==> config.mk <==
export PLATFORM = sky130hd
export DESIGN_NAME = hpp_host_port
export DESIGN_NICKNAME = d
export VERILOG_FILES = /design/src/logic/hpp_pkg.sv /design/src/logic/hpp_host_port.sv
export SDC_FILE = /design/constraint.sdc
export NUM_CORES = 1
export LEC_CHECK = 0
export BUFFER_PORTS_ARGS = -buffer_cell sky130_fd_sc_hd__buf_2
export CAP_MARGIN = 20
export CORE_ASPECT_RATIO = 1.5
export CORE_MARGIN = 2
export CORE_UTILIZATION = 55
export CTS_BUF_LIST = sky130_fd_sc_hd__clkbuf_4 sky130_fd_sc_hd__clkbuf_8 sky130_fd_sc_hd__clkbuf_16
export CTS_CLUSTER_SIZE = 16
export DETAILED_ROUTE_END_ITERATION = 6
export GPL_TIMING_DRIVEN = 0
export PLACE_DENSITY = 0.86
export SYNTH_ARGS = -nofsm -noshare
export SYNTH_HDL_FRONTEND = slang
export SYNTH_SLANG_ARGS = --single-unit
==> constraint.sdc <==
create_clock -name clk_i -period 3.4 [get_ports clk_i]
set_clock_uncertainty 0.2 [all_clocks]
set_input_delay 0 -clock clk_i [delete_from_list [all_inputs] [get_ports clk_i]]
set_output_delay 0 -clock clk_i [all_outputs]
set_load 0.05 [all_outputs]
==> src/logic/hpp_pkg.sv <==
`default_nettype none
package hpp_pkg;
  // Stretched internal reset, oscillator settling and propagation.
  localparam int unsigned CLK_MHZ = 40;
  localparam int unsigned RST_STRETCH_NS = 1000;
  localparam int unsigned RST_STRETCH_CYC = (RST_STRETCH_NS * CLK_MHZ + 999) / 1000;
  localparam logic [1:0] ACK_PULSE_CYC = 2'h2;
  // Host-reachable word window of the dual-access RAM.
  localparam logic [15:0] MMR_WORDS = 16'h0060;
  localparam logic [16:0] DUAL_RAM_WORDS = 17'h08000;
  // Host access select codes.
  localparam logic [1:0] SEL_CTRL = 2'h0;
  localparam logic [1:0] SEL_DATA_INC = 2'h1;
  localparam logic [1:0] SEL_ADDR = 2'h2;
  localparam logic [1:0] SEL_DATA_FIX = 2'h3;
  // Host view of the port control register.
  localparam int unsigned PCR_H2C = 1;
  localparam int unsigned PCR_PROCESSOR_TO_HOST_INTERRUPT_BIT = 2;
  localparam int unsigned PCR_MUX = 3;
  // Processor register offsets.
  localparam logic [3:0] REG_CTRL = 4'h0;
  localparam logic [3:0] REG_STAT = 4'h1;
  localparam logic [3:0] REG_IEN = 4'h2;
  localparam logic [3:0] REG_ICLR = 4'h3;
  localparam logic [3:0] REG_ADDR = 4'h4;
  // Control register bits.
  localparam int unsigned CTL_PROCESSOR_TO_HOST_INTERRUPT_BIT = 0;
  localparam int unsigned CTL_H2C = 1;
  localparam int unsigned CTL_MUX = 2;
  localparam int unsigned CTL_DONE = 3;
  // Status event bits.
  localparam int unsigned EV_WR = 0;
  localparam int unsigned EV_RD = 1;
  localparam int unsigned EV_H2C = 2;
  localparam int unsigned EV_RANGE = 3;
  localparam logic [3:0] IRQ_EN_RST = 4'h0;

  typedef enum logic [1:0] {S_IDLE, S_ISSUE, S_RDATA, S_HOLD} hpp_state_t;

  typedef struct packed {
    logic en;
    logic we;
    logic [15:0] addr;
    logic [15:0] wdata;
  } hpp_mem_req_t;

  typedef struct packed {
    logic [3:0] addr;
    logic [15:0] wdata;
    logic we;
    logic re;
  } hpp_reg_req_t;
endpackage
`default_nettype wire

==> src/logic/hpp_host_port.sv <==
// The register offsets and the plain strobed port were left to the implementer.
`timescale 1ns/1ps
`default_nettype none
module hpp_host_port (
  input wire logic clk_i,
  input wire logic rst_i,
  input wire logic mode_strap_pin_i,
  input wire logic boot_mode_i,
  input wire logic port_idle_i,
  input wire logic cpu_idle_i,
  input wire logic port_enable_pin_i,
  input wire logic host_chip_select_n_i,
  input wire logic host_data_strobe_first_n_i,
  input wire logic host_data_strobe_second_n_i,
  input wire logic host_read_i,
  input wire logic [1:0] host_access_select_i,
  input wire logic host_control_pin_zero_i,
  input wire logic host_control_pin_one_i,
  input wire logic [15:0] host_address_bus_i,
  input wire logic [15:0] host_data_bus_i,
  output logic [15:0] host_data_bus_o,
  output logic [15:0] host_data_oe_o,
  output logic host_ready_o,
  output logic host_interrupt_n_o,
  output logic interrupt_acknowledge_pin_n_o,
  output logic boot_ready_pin_o,
  output logic cpu_reset_o,
  output logic ext_mem_enable_o,
  output hpp_pkg::hpp_mem_req_t mem_req_o,
  input wire logic [15:0] mem_rdata_i,
  input wire hpp_pkg::hpp_reg_req_t reg_req_i,
  output logic [15:0] reg_rdata_o,
  output logic irq_o
);
  typedef struct packed {
    hpp_pkg::hpp_state_t st;
    logic [15:0] cnt;
    logic [1:0] ack_cnt;
    logic done;
    logic mux;
    logic act_q;
    logic [15:0] addr;
    logic [15:0] wbuf;
    logic [15:0] dout;
    logic [1:0] sel;
    logic rd;
    logic bil;
    logic [1:0] lat_sel;
    logic lat_bil;
    logic has_seen;
    logic processor_to_host_interrupt_bit;
    logic h2c;
    logic [3:0] stat;
    logic [3:0] ien;
    logic [15:0] rdata;
    hpp_pkg::hpp_mem_req_t mem;
  } hpp_regs_t;

  hpp_regs_t cur_r;
  hpp_regs_t cur_nxt;
  logic act;
  logic [1:0] esel;
  logic ebil;
  logic final_w;
  logic [15:0] wword;
  logic [15:0] taddr;
  logic in_range;
  logic [15:0] pcr;
  logic [3:0] ev;
  logic [3:0] irq_mask;

  // Host strobe; strobes before release or while idle are ignored.
  // Reset gating.
  assign act = port_enable_pin_i & ~host_chip_select_n_i & cur_r.done & ~port_idle_i
    & (~host_data_strobe_first_n_i | ~host_data_strobe_second_n_i);

  // Address strobe latch selects the access type in multiplexed mode.
  // Latched control.
  assign esel = (cur_r.mux & cur_r.has_seen) ? cur_r.lat_sel : host_access_select_i;
  assign ebil = (cur_r.mux & cur_r.has_seen) ? cur_r.lat_bil : host_control_pin_one_i;

  // A word completes on the second byte in multiplexed mode.
  assign final_w = ~cur_r.mux | cur_r.bil;
  assign wword = cur_r.mux ? {host_data_bus_i[7:0], cur_r.wbuf[7:0]} : host_data_bus_i;

  // Non-multiplexed data accesses use the address on the host bus.
  // Full address.
  assign taddr = cur_r.mux ? cur_r.addr : host_address_bus_i;
  assign in_range = (taddr >= hpp_pkg::MMR_WORDS) && ({1'b0, taddr} < hpp_pkg::DUAL_RAM_WORDS);

  // Host view of the port control register.
  always_comb begin
    pcr = 16'h0000;
    pcr[hpp_pkg::PCR_H2C] = cur_r.h2c;
    pcr[hpp_pkg::PCR_PROCESSOR_TO_HOST_INTERRUPT_BIT] = cur_r.processor_to_host_interrupt_bit;
    pcr[hpp_pkg::PCR_MUX] = cur_r.mux;
  end

  // Next-state logic for the whole block.
  always_comb begin
    cur_nxt = cur_r;
    ev = 4'h0;
    cur_nxt.mem.en = 1'b0;
    cur_nxt.mem.we = 1'b0;
    cur_nxt.act_q = act;
    // Stretch the pin reset and sample the strap meanwhile.
    // Reset stretch.
    if (!cur_r.done) begin
      cur_nxt.mux = mode_strap_pin_i;
      cur_nxt.cnt = cur_r.cnt + 16'h0001;
      if (cur_r.cnt == 16'(hpp_pkg::RST_STRETCH_CYC - 1)) begin
        cur_nxt.done = 1'b1;
        cur_nxt.ack_cnt = hpp_pkg::ACK_PULSE_CYC;
      end
    end
    if (cur_r.ack_cnt != 2'h0) begin
      cur_nxt.ack_cnt = cur_r.ack_cnt - 2'h1;
    end
    // Address strobe captures select and byte id while low.
    if (cur_r.mux && !host_control_pin_zero_i) begin
      cur_nxt.lat_sel = host_access_select_i;
      cur_nxt.lat_bil = host_control_pin_one_i;
      cur_nxt.has_seen = 1'b1;
    end
    // Host transfer sequence.
    case (cur_r.st)
      hpp_pkg::S_IDLE: begin
        if (act && !cur_r.act_q) begin
          cur_nxt.sel = esel;
          cur_nxt.bil = cur_r.mux ? ebil : 1'b1;
          cur_nxt.rd = host_read_i;
          cur_nxt.st = hpp_pkg::S_ISSUE;
        end
      end
      hpp_pkg::S_ISSUE: begin
        cur_nxt.st = hpp_pkg::S_HOLD;
        if (!cur_r.rd && !final_w) begin
          cur_nxt.wbuf[7:0] = host_data_bus_i[7:0];
        end
        case (cur_r.sel)
          hpp_pkg::SEL_CTRL: begin
            if (cur_r.rd) begin
              cur_nxt.dout = cur_r.mux ? {8'h00, cur_r.bil ? pcr[15:8] : pcr[7:0]} : pcr;
            end else if (final_w) begin
              // Host writes one to raise the CPU interrupt, one to clear its own.
              if (wword[hpp_pkg::PCR_H2C]) begin
                cur_nxt.h2c = 1'b1;
                ev[hpp_pkg::EV_H2C] = 1'b1;
              end
              if (wword[hpp_pkg::PCR_PROCESSOR_TO_HOST_INTERRUPT_BIT]) begin
                cur_nxt.processor_to_host_interrupt_bit = 1'b0;
              end
            end
          end
          hpp_pkg::SEL_ADDR: begin
            if (cur_r.rd) begin
              cur_nxt.dout = cur_r.mux ? {8'h00, cur_r.bil ? cur_r.addr[15:8] : cur_r.addr[7:0]}
                : cur_r.addr;
            end else if (final_w) begin
              cur_nxt.addr = wword;
            end
          end
          default: begin
            cur_nxt.mem.addr = taddr;
            cur_nxt.addr = taddr;
            if (cur_r.rd && cur_r.mux && cur_r.bil) begin
              cur_nxt.dout = {8'h00, cur_r.wbuf[15:8]};
            end else if (!in_range) begin
              cur_nxt.dout = 16'h0000;
              cur_nxt.wbuf = 16'h0000;
              ev[hpp_pkg::EV_RANGE] = cur_r.rd | final_w;
            end else if (cur_r.rd) begin
              cur_nxt.mem.en = cur_r.done;
              cur_nxt.st = hpp_pkg::S_RDATA;
            end else if (final_w) begin
              cur_nxt.mem.en = cur_r.done;
              cur_nxt.mem.we = 1'b1;
              cur_nxt.mem.wdata = wword;
            end
          end
        endcase
      end
      hpp_pkg::S_RDATA: begin
        cur_nxt.wbuf = mem_rdata_i;
        cur_nxt.dout = cur_r.mux ? {8'h00, mem_rdata_i[7:0]} : mem_rdata_i;
        cur_nxt.st = hpp_pkg::S_HOLD;
      end
      hpp_pkg::S_HOLD: begin
        if (!act) begin
          cur_nxt.st = hpp_pkg::S_IDLE;
          cur_nxt.has_seen = 1'b0;
          if (final_w && (cur_r.sel == hpp_pkg::SEL_DATA_INC
              || cur_r.sel == hpp_pkg::SEL_DATA_FIX)) begin
            ev[hpp_pkg::EV_RD] = cur_r.rd;
            ev[hpp_pkg::EV_WR] = ~cur_r.rd;
          end
          if (final_w && cur_r.sel == hpp_pkg::SEL_DATA_INC) begin
            cur_nxt.addr = cur_r.addr + 16'h0001;
          end
        end
      end
      default: begin
        cur_nxt.st = hpp_pkg::S_IDLE;
      end
    endcase
    // Processor register writes.
    if (reg_req_i.we) begin
      case (reg_req_i.addr)
        hpp_pkg::REG_CTRL: begin
          if (reg_req_i.wdata[hpp_pkg::CTL_PROCESSOR_TO_HOST_INTERRUPT_BIT]) begin
            cur_nxt.processor_to_host_interrupt_bit = 1'b1;
          end
          // A host request raised in the same cycle wins over this clear.
          if (reg_req_i.wdata[hpp_pkg::CTL_H2C] && !ev[hpp_pkg::EV_H2C]) begin
            cur_nxt.h2c = 1'b0;
          end
        end
        hpp_pkg::REG_IEN: begin
          cur_nxt.ien = reg_req_i.wdata[3:0];
        end
        default: begin
          cur_nxt.ien = cur_r.ien;
        end
      endcase
    end
    // Sticky status; a new event wins over a clear.
    if (reg_req_i.we && reg_req_i.addr == hpp_pkg::REG_ICLR) begin
      cur_nxt.stat = (cur_r.stat & ~reg_req_i.wdata[3:0]) | ev;
    end else begin
      cur_nxt.stat = cur_r.stat | ev;
    end
    // Processor register reads, answered in the next cycle.
    cur_nxt.rdata = 16'h0000;
    if (reg_req_i.re) begin
      case (reg_req_i.addr)
        hpp_pkg::REG_CTRL: begin
          cur_nxt.rdata[hpp_pkg::CTL_PROCESSOR_TO_HOST_INTERRUPT_BIT] = cur_r.processor_to_host_interrupt_bit;
          cur_nxt.rdata[hpp_pkg::CTL_H2C] = cur_r.h2c;
          cur_nxt.rdata[hpp_pkg::CTL_MUX] = cur_r.mux;
          cur_nxt.rdata[hpp_pkg::CTL_DONE] = cur_r.done;
        end
        hpp_pkg::REG_STAT: cur_nxt.rdata = {12'h000, cur_r.stat};
        hpp_pkg::REG_IEN: cur_nxt.rdata = {12'h000, cur_r.ien};
        hpp_pkg::REG_ADDR: cur_nxt.rdata = cur_r.addr;
        default: cur_nxt.rdata = 16'h0000;
      endcase
    end
    if (rst_i) begin
      cur_nxt = '0;
      cur_nxt.ien = hpp_pkg::IRQ_EN_RST;
    end
  end

  // State register.
  always_ff @(posedge clk_i) begin
    cur_r <= cur_nxt;
  end

  // Host-to-processor request cannot reach the CPU while it idles.
  // No wake.
  always_comb begin
    irq_mask = cur_r.ien;
    irq_mask[hpp_pkg::EV_H2C] = cur_r.ien[hpp_pkg::EV_H2C] & ~cpu_idle_i;
  end
  assign irq_o = |(cur_r.stat & irq_mask);

  // Host pins and system outputs.
  // Ready low while an access is in flight.
  assign host_ready_o = cur_r.done & (cur_r.st == hpp_pkg::S_IDLE || cur_r.st == hpp_pkg::S_HOLD);
  assign host_data_bus_o = cur_r.dout;
  assign host_data_oe_o = (act && cur_r.rd && cur_r.st == hpp_pkg::S_HOLD)
    ? (cur_r.mux ? 16'h00FF : 16'hFFFF) : 16'h0000;
  assign host_interrupt_n_o = ~cur_r.processor_to_host_interrupt_bit;
  assign interrupt_acknowledge_pin_n_o = (cur_r.ack_cnt == 2'h0);
  assign boot_ready_pin_o = boot_mode_i & cur_r.done;
  assign cpu_reset_o = ~cur_r.done;
  // External memory off in 16-bit mode.
  assign ext_mem_enable_o = cur_r.done & cur_r.mux;
  assign mem_req_o = cur_r.mem;
  assign reg_rdata_o = cur_r.rdata;
endmodule // hpp_host_port
`default_nettype wire

==> metrics <==
status=finished, violations left; failing checks=design-rule violations; Yosys top cell by area=dfxtp_1; Peak VDD IR=335 µV; EDFF count, synth=0; post-DR vias/cell=6.38; core area=between 10000 and 15000 µm²; grt ovf=0; setup ws final=about 0.099 ns; Syn. warnings=0; DRC Markers=3; Post-Syn Instances=896; hpwl dp=19.0 mm; worst hold slack=0.0505 ns; wire per inst=21.3 µm; first-pass GRT wire length=43.8 mm; Critical Path AT=3.41 ns; M3 GR Usage=7.99%; Post-Syn Area=7810 µm²; met1 Use GR=40.9%; DR pass1 iterations=7; Final nets=~1.3k; multiplexer share of the synthesized area=between 10% and 20%; antenna violations before repair=0; Critical Path RT=between 3 and 4 ns; worst hold start=reg_req_i[19]; Least-Margin Pin Slew=slightly below 1 ns; Final Hold Fails=0; pin count of the biggest net entering global routing=17; Worst setup EP type=flip-flop; CP startpoint kind=flip-flop; # port buffers=160; Seq/Total Area, Yosys=35.6%; largest family of logic cells by synthesized area=compound AO/OA/AOI/OAI gates; CTS tree=yes; CP startpoint=cur_r[110]$_SDFFE_PP0P_; RSZ-0062 raised after global routing=no; detailed-route via count=8587; simple-gate share of the synthesized area=19.1%; Yosys top cell area share=between 30% and 40%; Detailed Route WL=28.7 mm; std cell rows=between 50 and 60; Top Usage Layer GRT=met2; I/O pin count=174; vias in the first global route=approximately 8.4k; power per cell area=417 nW/µm²; final core occ=74.6%; WS Path Type=reg -> reg; area growth from synthesis to layout=33.1%; DR iter-0 viols=1231; Synth Area in Compound Gates=a little under a fifth; n_diodes=0; count of state elements after synthesis=139; most frequent cells in the layout=buf_2, dfxtp_1, dlygate4sd3_1; CTS Sinks=139; Critical R2R Launch=cur_r[110]$_SDFFE_PP0P_; commonest non-fill, non-tap cell in the layout=buf_2; CP max FO=9; GP Congestion=1.01; xor and xnor fraction of the mapped netlist area=1.68%; reported max-cap violation count=0; GRT Total Usage=37.6%; crit path time final=3.30 ns; CTS clock-pin slew for the worst setup and hold paths=0.07 ns; Avg Synthesized Cell Area=approximately 8.7 µm²; Most used DFF post-synth=dfxtp_1; leak pwr=4.19 nW; antenna viol nets, final=0; Fillers=951; Max Buffers Root-to-Sink=2; library cells used by synthesis=just under 70; Num CTS Buffers=17; Synth Net Count=approximately 1000; Final setup viols=0; H-tree depth=4; die area=15200 µm²; Setup Total Neg Slack=0 ns; Adder-Cell Fraction of Synth Area=1.09%; share of cells above drive strength 1=27.0%; starting density of the core=56.1%; synth top area cells=dfxtp_1, buf_4, mux2i_1; Achievable Freq=0.303 GHz; Slew Limit Fails=0; Skew-Pair Late Insertion Delay=~0.43 ns; pre-CTS WS=0.0322 ns; GRT met2 Usage=between 60% and 70%; Slew HR=34.8%; Die Ht=150 µm; Tcrit/Tclk final=a little over nine tenths; Hold WC Path Type=in -> reg; Synth async-reset ratio=0%; die width=101 µm; Root Buffer=clkbuf_16
==> critical path, stage by stage (launching register included) <==
cell and delay [ns]:
dfxtp_1 0.47, or4b_1 0.60, o22ai_1 0.42, nand3_1 0.24, o31ai_4 0.45, a2111oi_0 0.19, dlygate4sd3_1 0.61
==> logic make-up after synthesis <==
| group | after synthesis |
|---|---|
| DFF | 139 |
| muxes | 66 |
| AOI/OAI and AO/OA | 210 |
| adders and majority gates | 7 |
| and+or+nand+nor | 290 |
| buffers and inverters | 169 |
| xor gates and xnor gates | 15 |
==> sequential cells by signal, indices dropped and copies added (netlist names) <==
register	count
host_data_bus_o	16
mem_req_o	34
cur_r	73
reg_rdata_o	16
==> through the flow <==
step                      power [W]  instances  area, µm²
after global placement      0.00231       1221       8820
final                       0.00434       1345      10400
after detailed placement    0.00232       1221       8820
after floorplan             0.00211        896       7810
after CTS                   0.00427       1344      10300
after global routing        0.00443       1345      10400
==> timing repair <==
item | 4_1_cts | 5_1_grt
gates resized for setup | 3 | 6
endpoints found under the setup margin | 24 | 25
hold endpoints to repair | 96 | 0
buffers inserted | 0 | 1
pin swaps | 0 | 1
hold buffers | 91 | 0
==> worst paths after layout <==
kind	to	slack [ns]	depth (start not counted)
hold reg to reg	host_data_bus_o[14]$_SDFFE_PP0P_	0.28	2
setup reg to reg	cur_r[91]$_SDFFE_PP0N_	0.1	6
setup / recovery	cur_r[91]$_SDFFE_PP0N_	0.1	6
hold / removal	reg_rdata_o[0]$_SDFF_PP0_	0.05	4
==> routing by layer <==
metal	wire, µm	up-vias
met3	2870	212
met1	9580	3939
met2	13900	666
li1	-	3770
met4	2310	0
met5	0	-
==> layout make-up <==
class                           instances  area, µm²  area share [%]
Multi-Input combinational cell        588       4110            39.6
Tap cell                              165        206            1.99
Buffer                                152        907            8.73
Inverter                               17       63.8           0.614
Clock inverter                         14        159            1.53
Timing Repair Buffer                  252       1720            16.5
Sequential cell                       139       2780            26.8
Clock buffer                           18        439            4.23
==> power by group <==
part	leakage (nW)	internal (W)	switching [W]	total [W]
Clock	0.288	0.00111	0.000797	0.00191
Sequential	1.12	0.00166	0.0000265	0.00168
Combinational	2.78	0.000278	0.000463	0.000742
==> cell usage after synthesis (all sizes together) (3+ instances only) <==
cell,instances
dfxtp,139
buf,97
nor2,86
nand2,60
clkbuf,55
a21oi,47
mux2i,46
a211oi,35
nand3,28
nand4,26
and2,21
o21ai,16
inv,15
mux4,15
a2111oi,14
o211ai,13
nor3,12
nor3b,12
a22oi,11
o22ai,11
o31ai,11
xor2,11
and3,8
o32ai,8
a311oi,7
a32oi,7
nor2b,7
nor4,7
ha,6
or4,6
mux2,5
a31oi,4
and4,4
o21a,4
or2,4
xnor2,4
a32o,3
o22a,3
o31a,3
No activity file was read; power rests on OpenSTA's default activity.
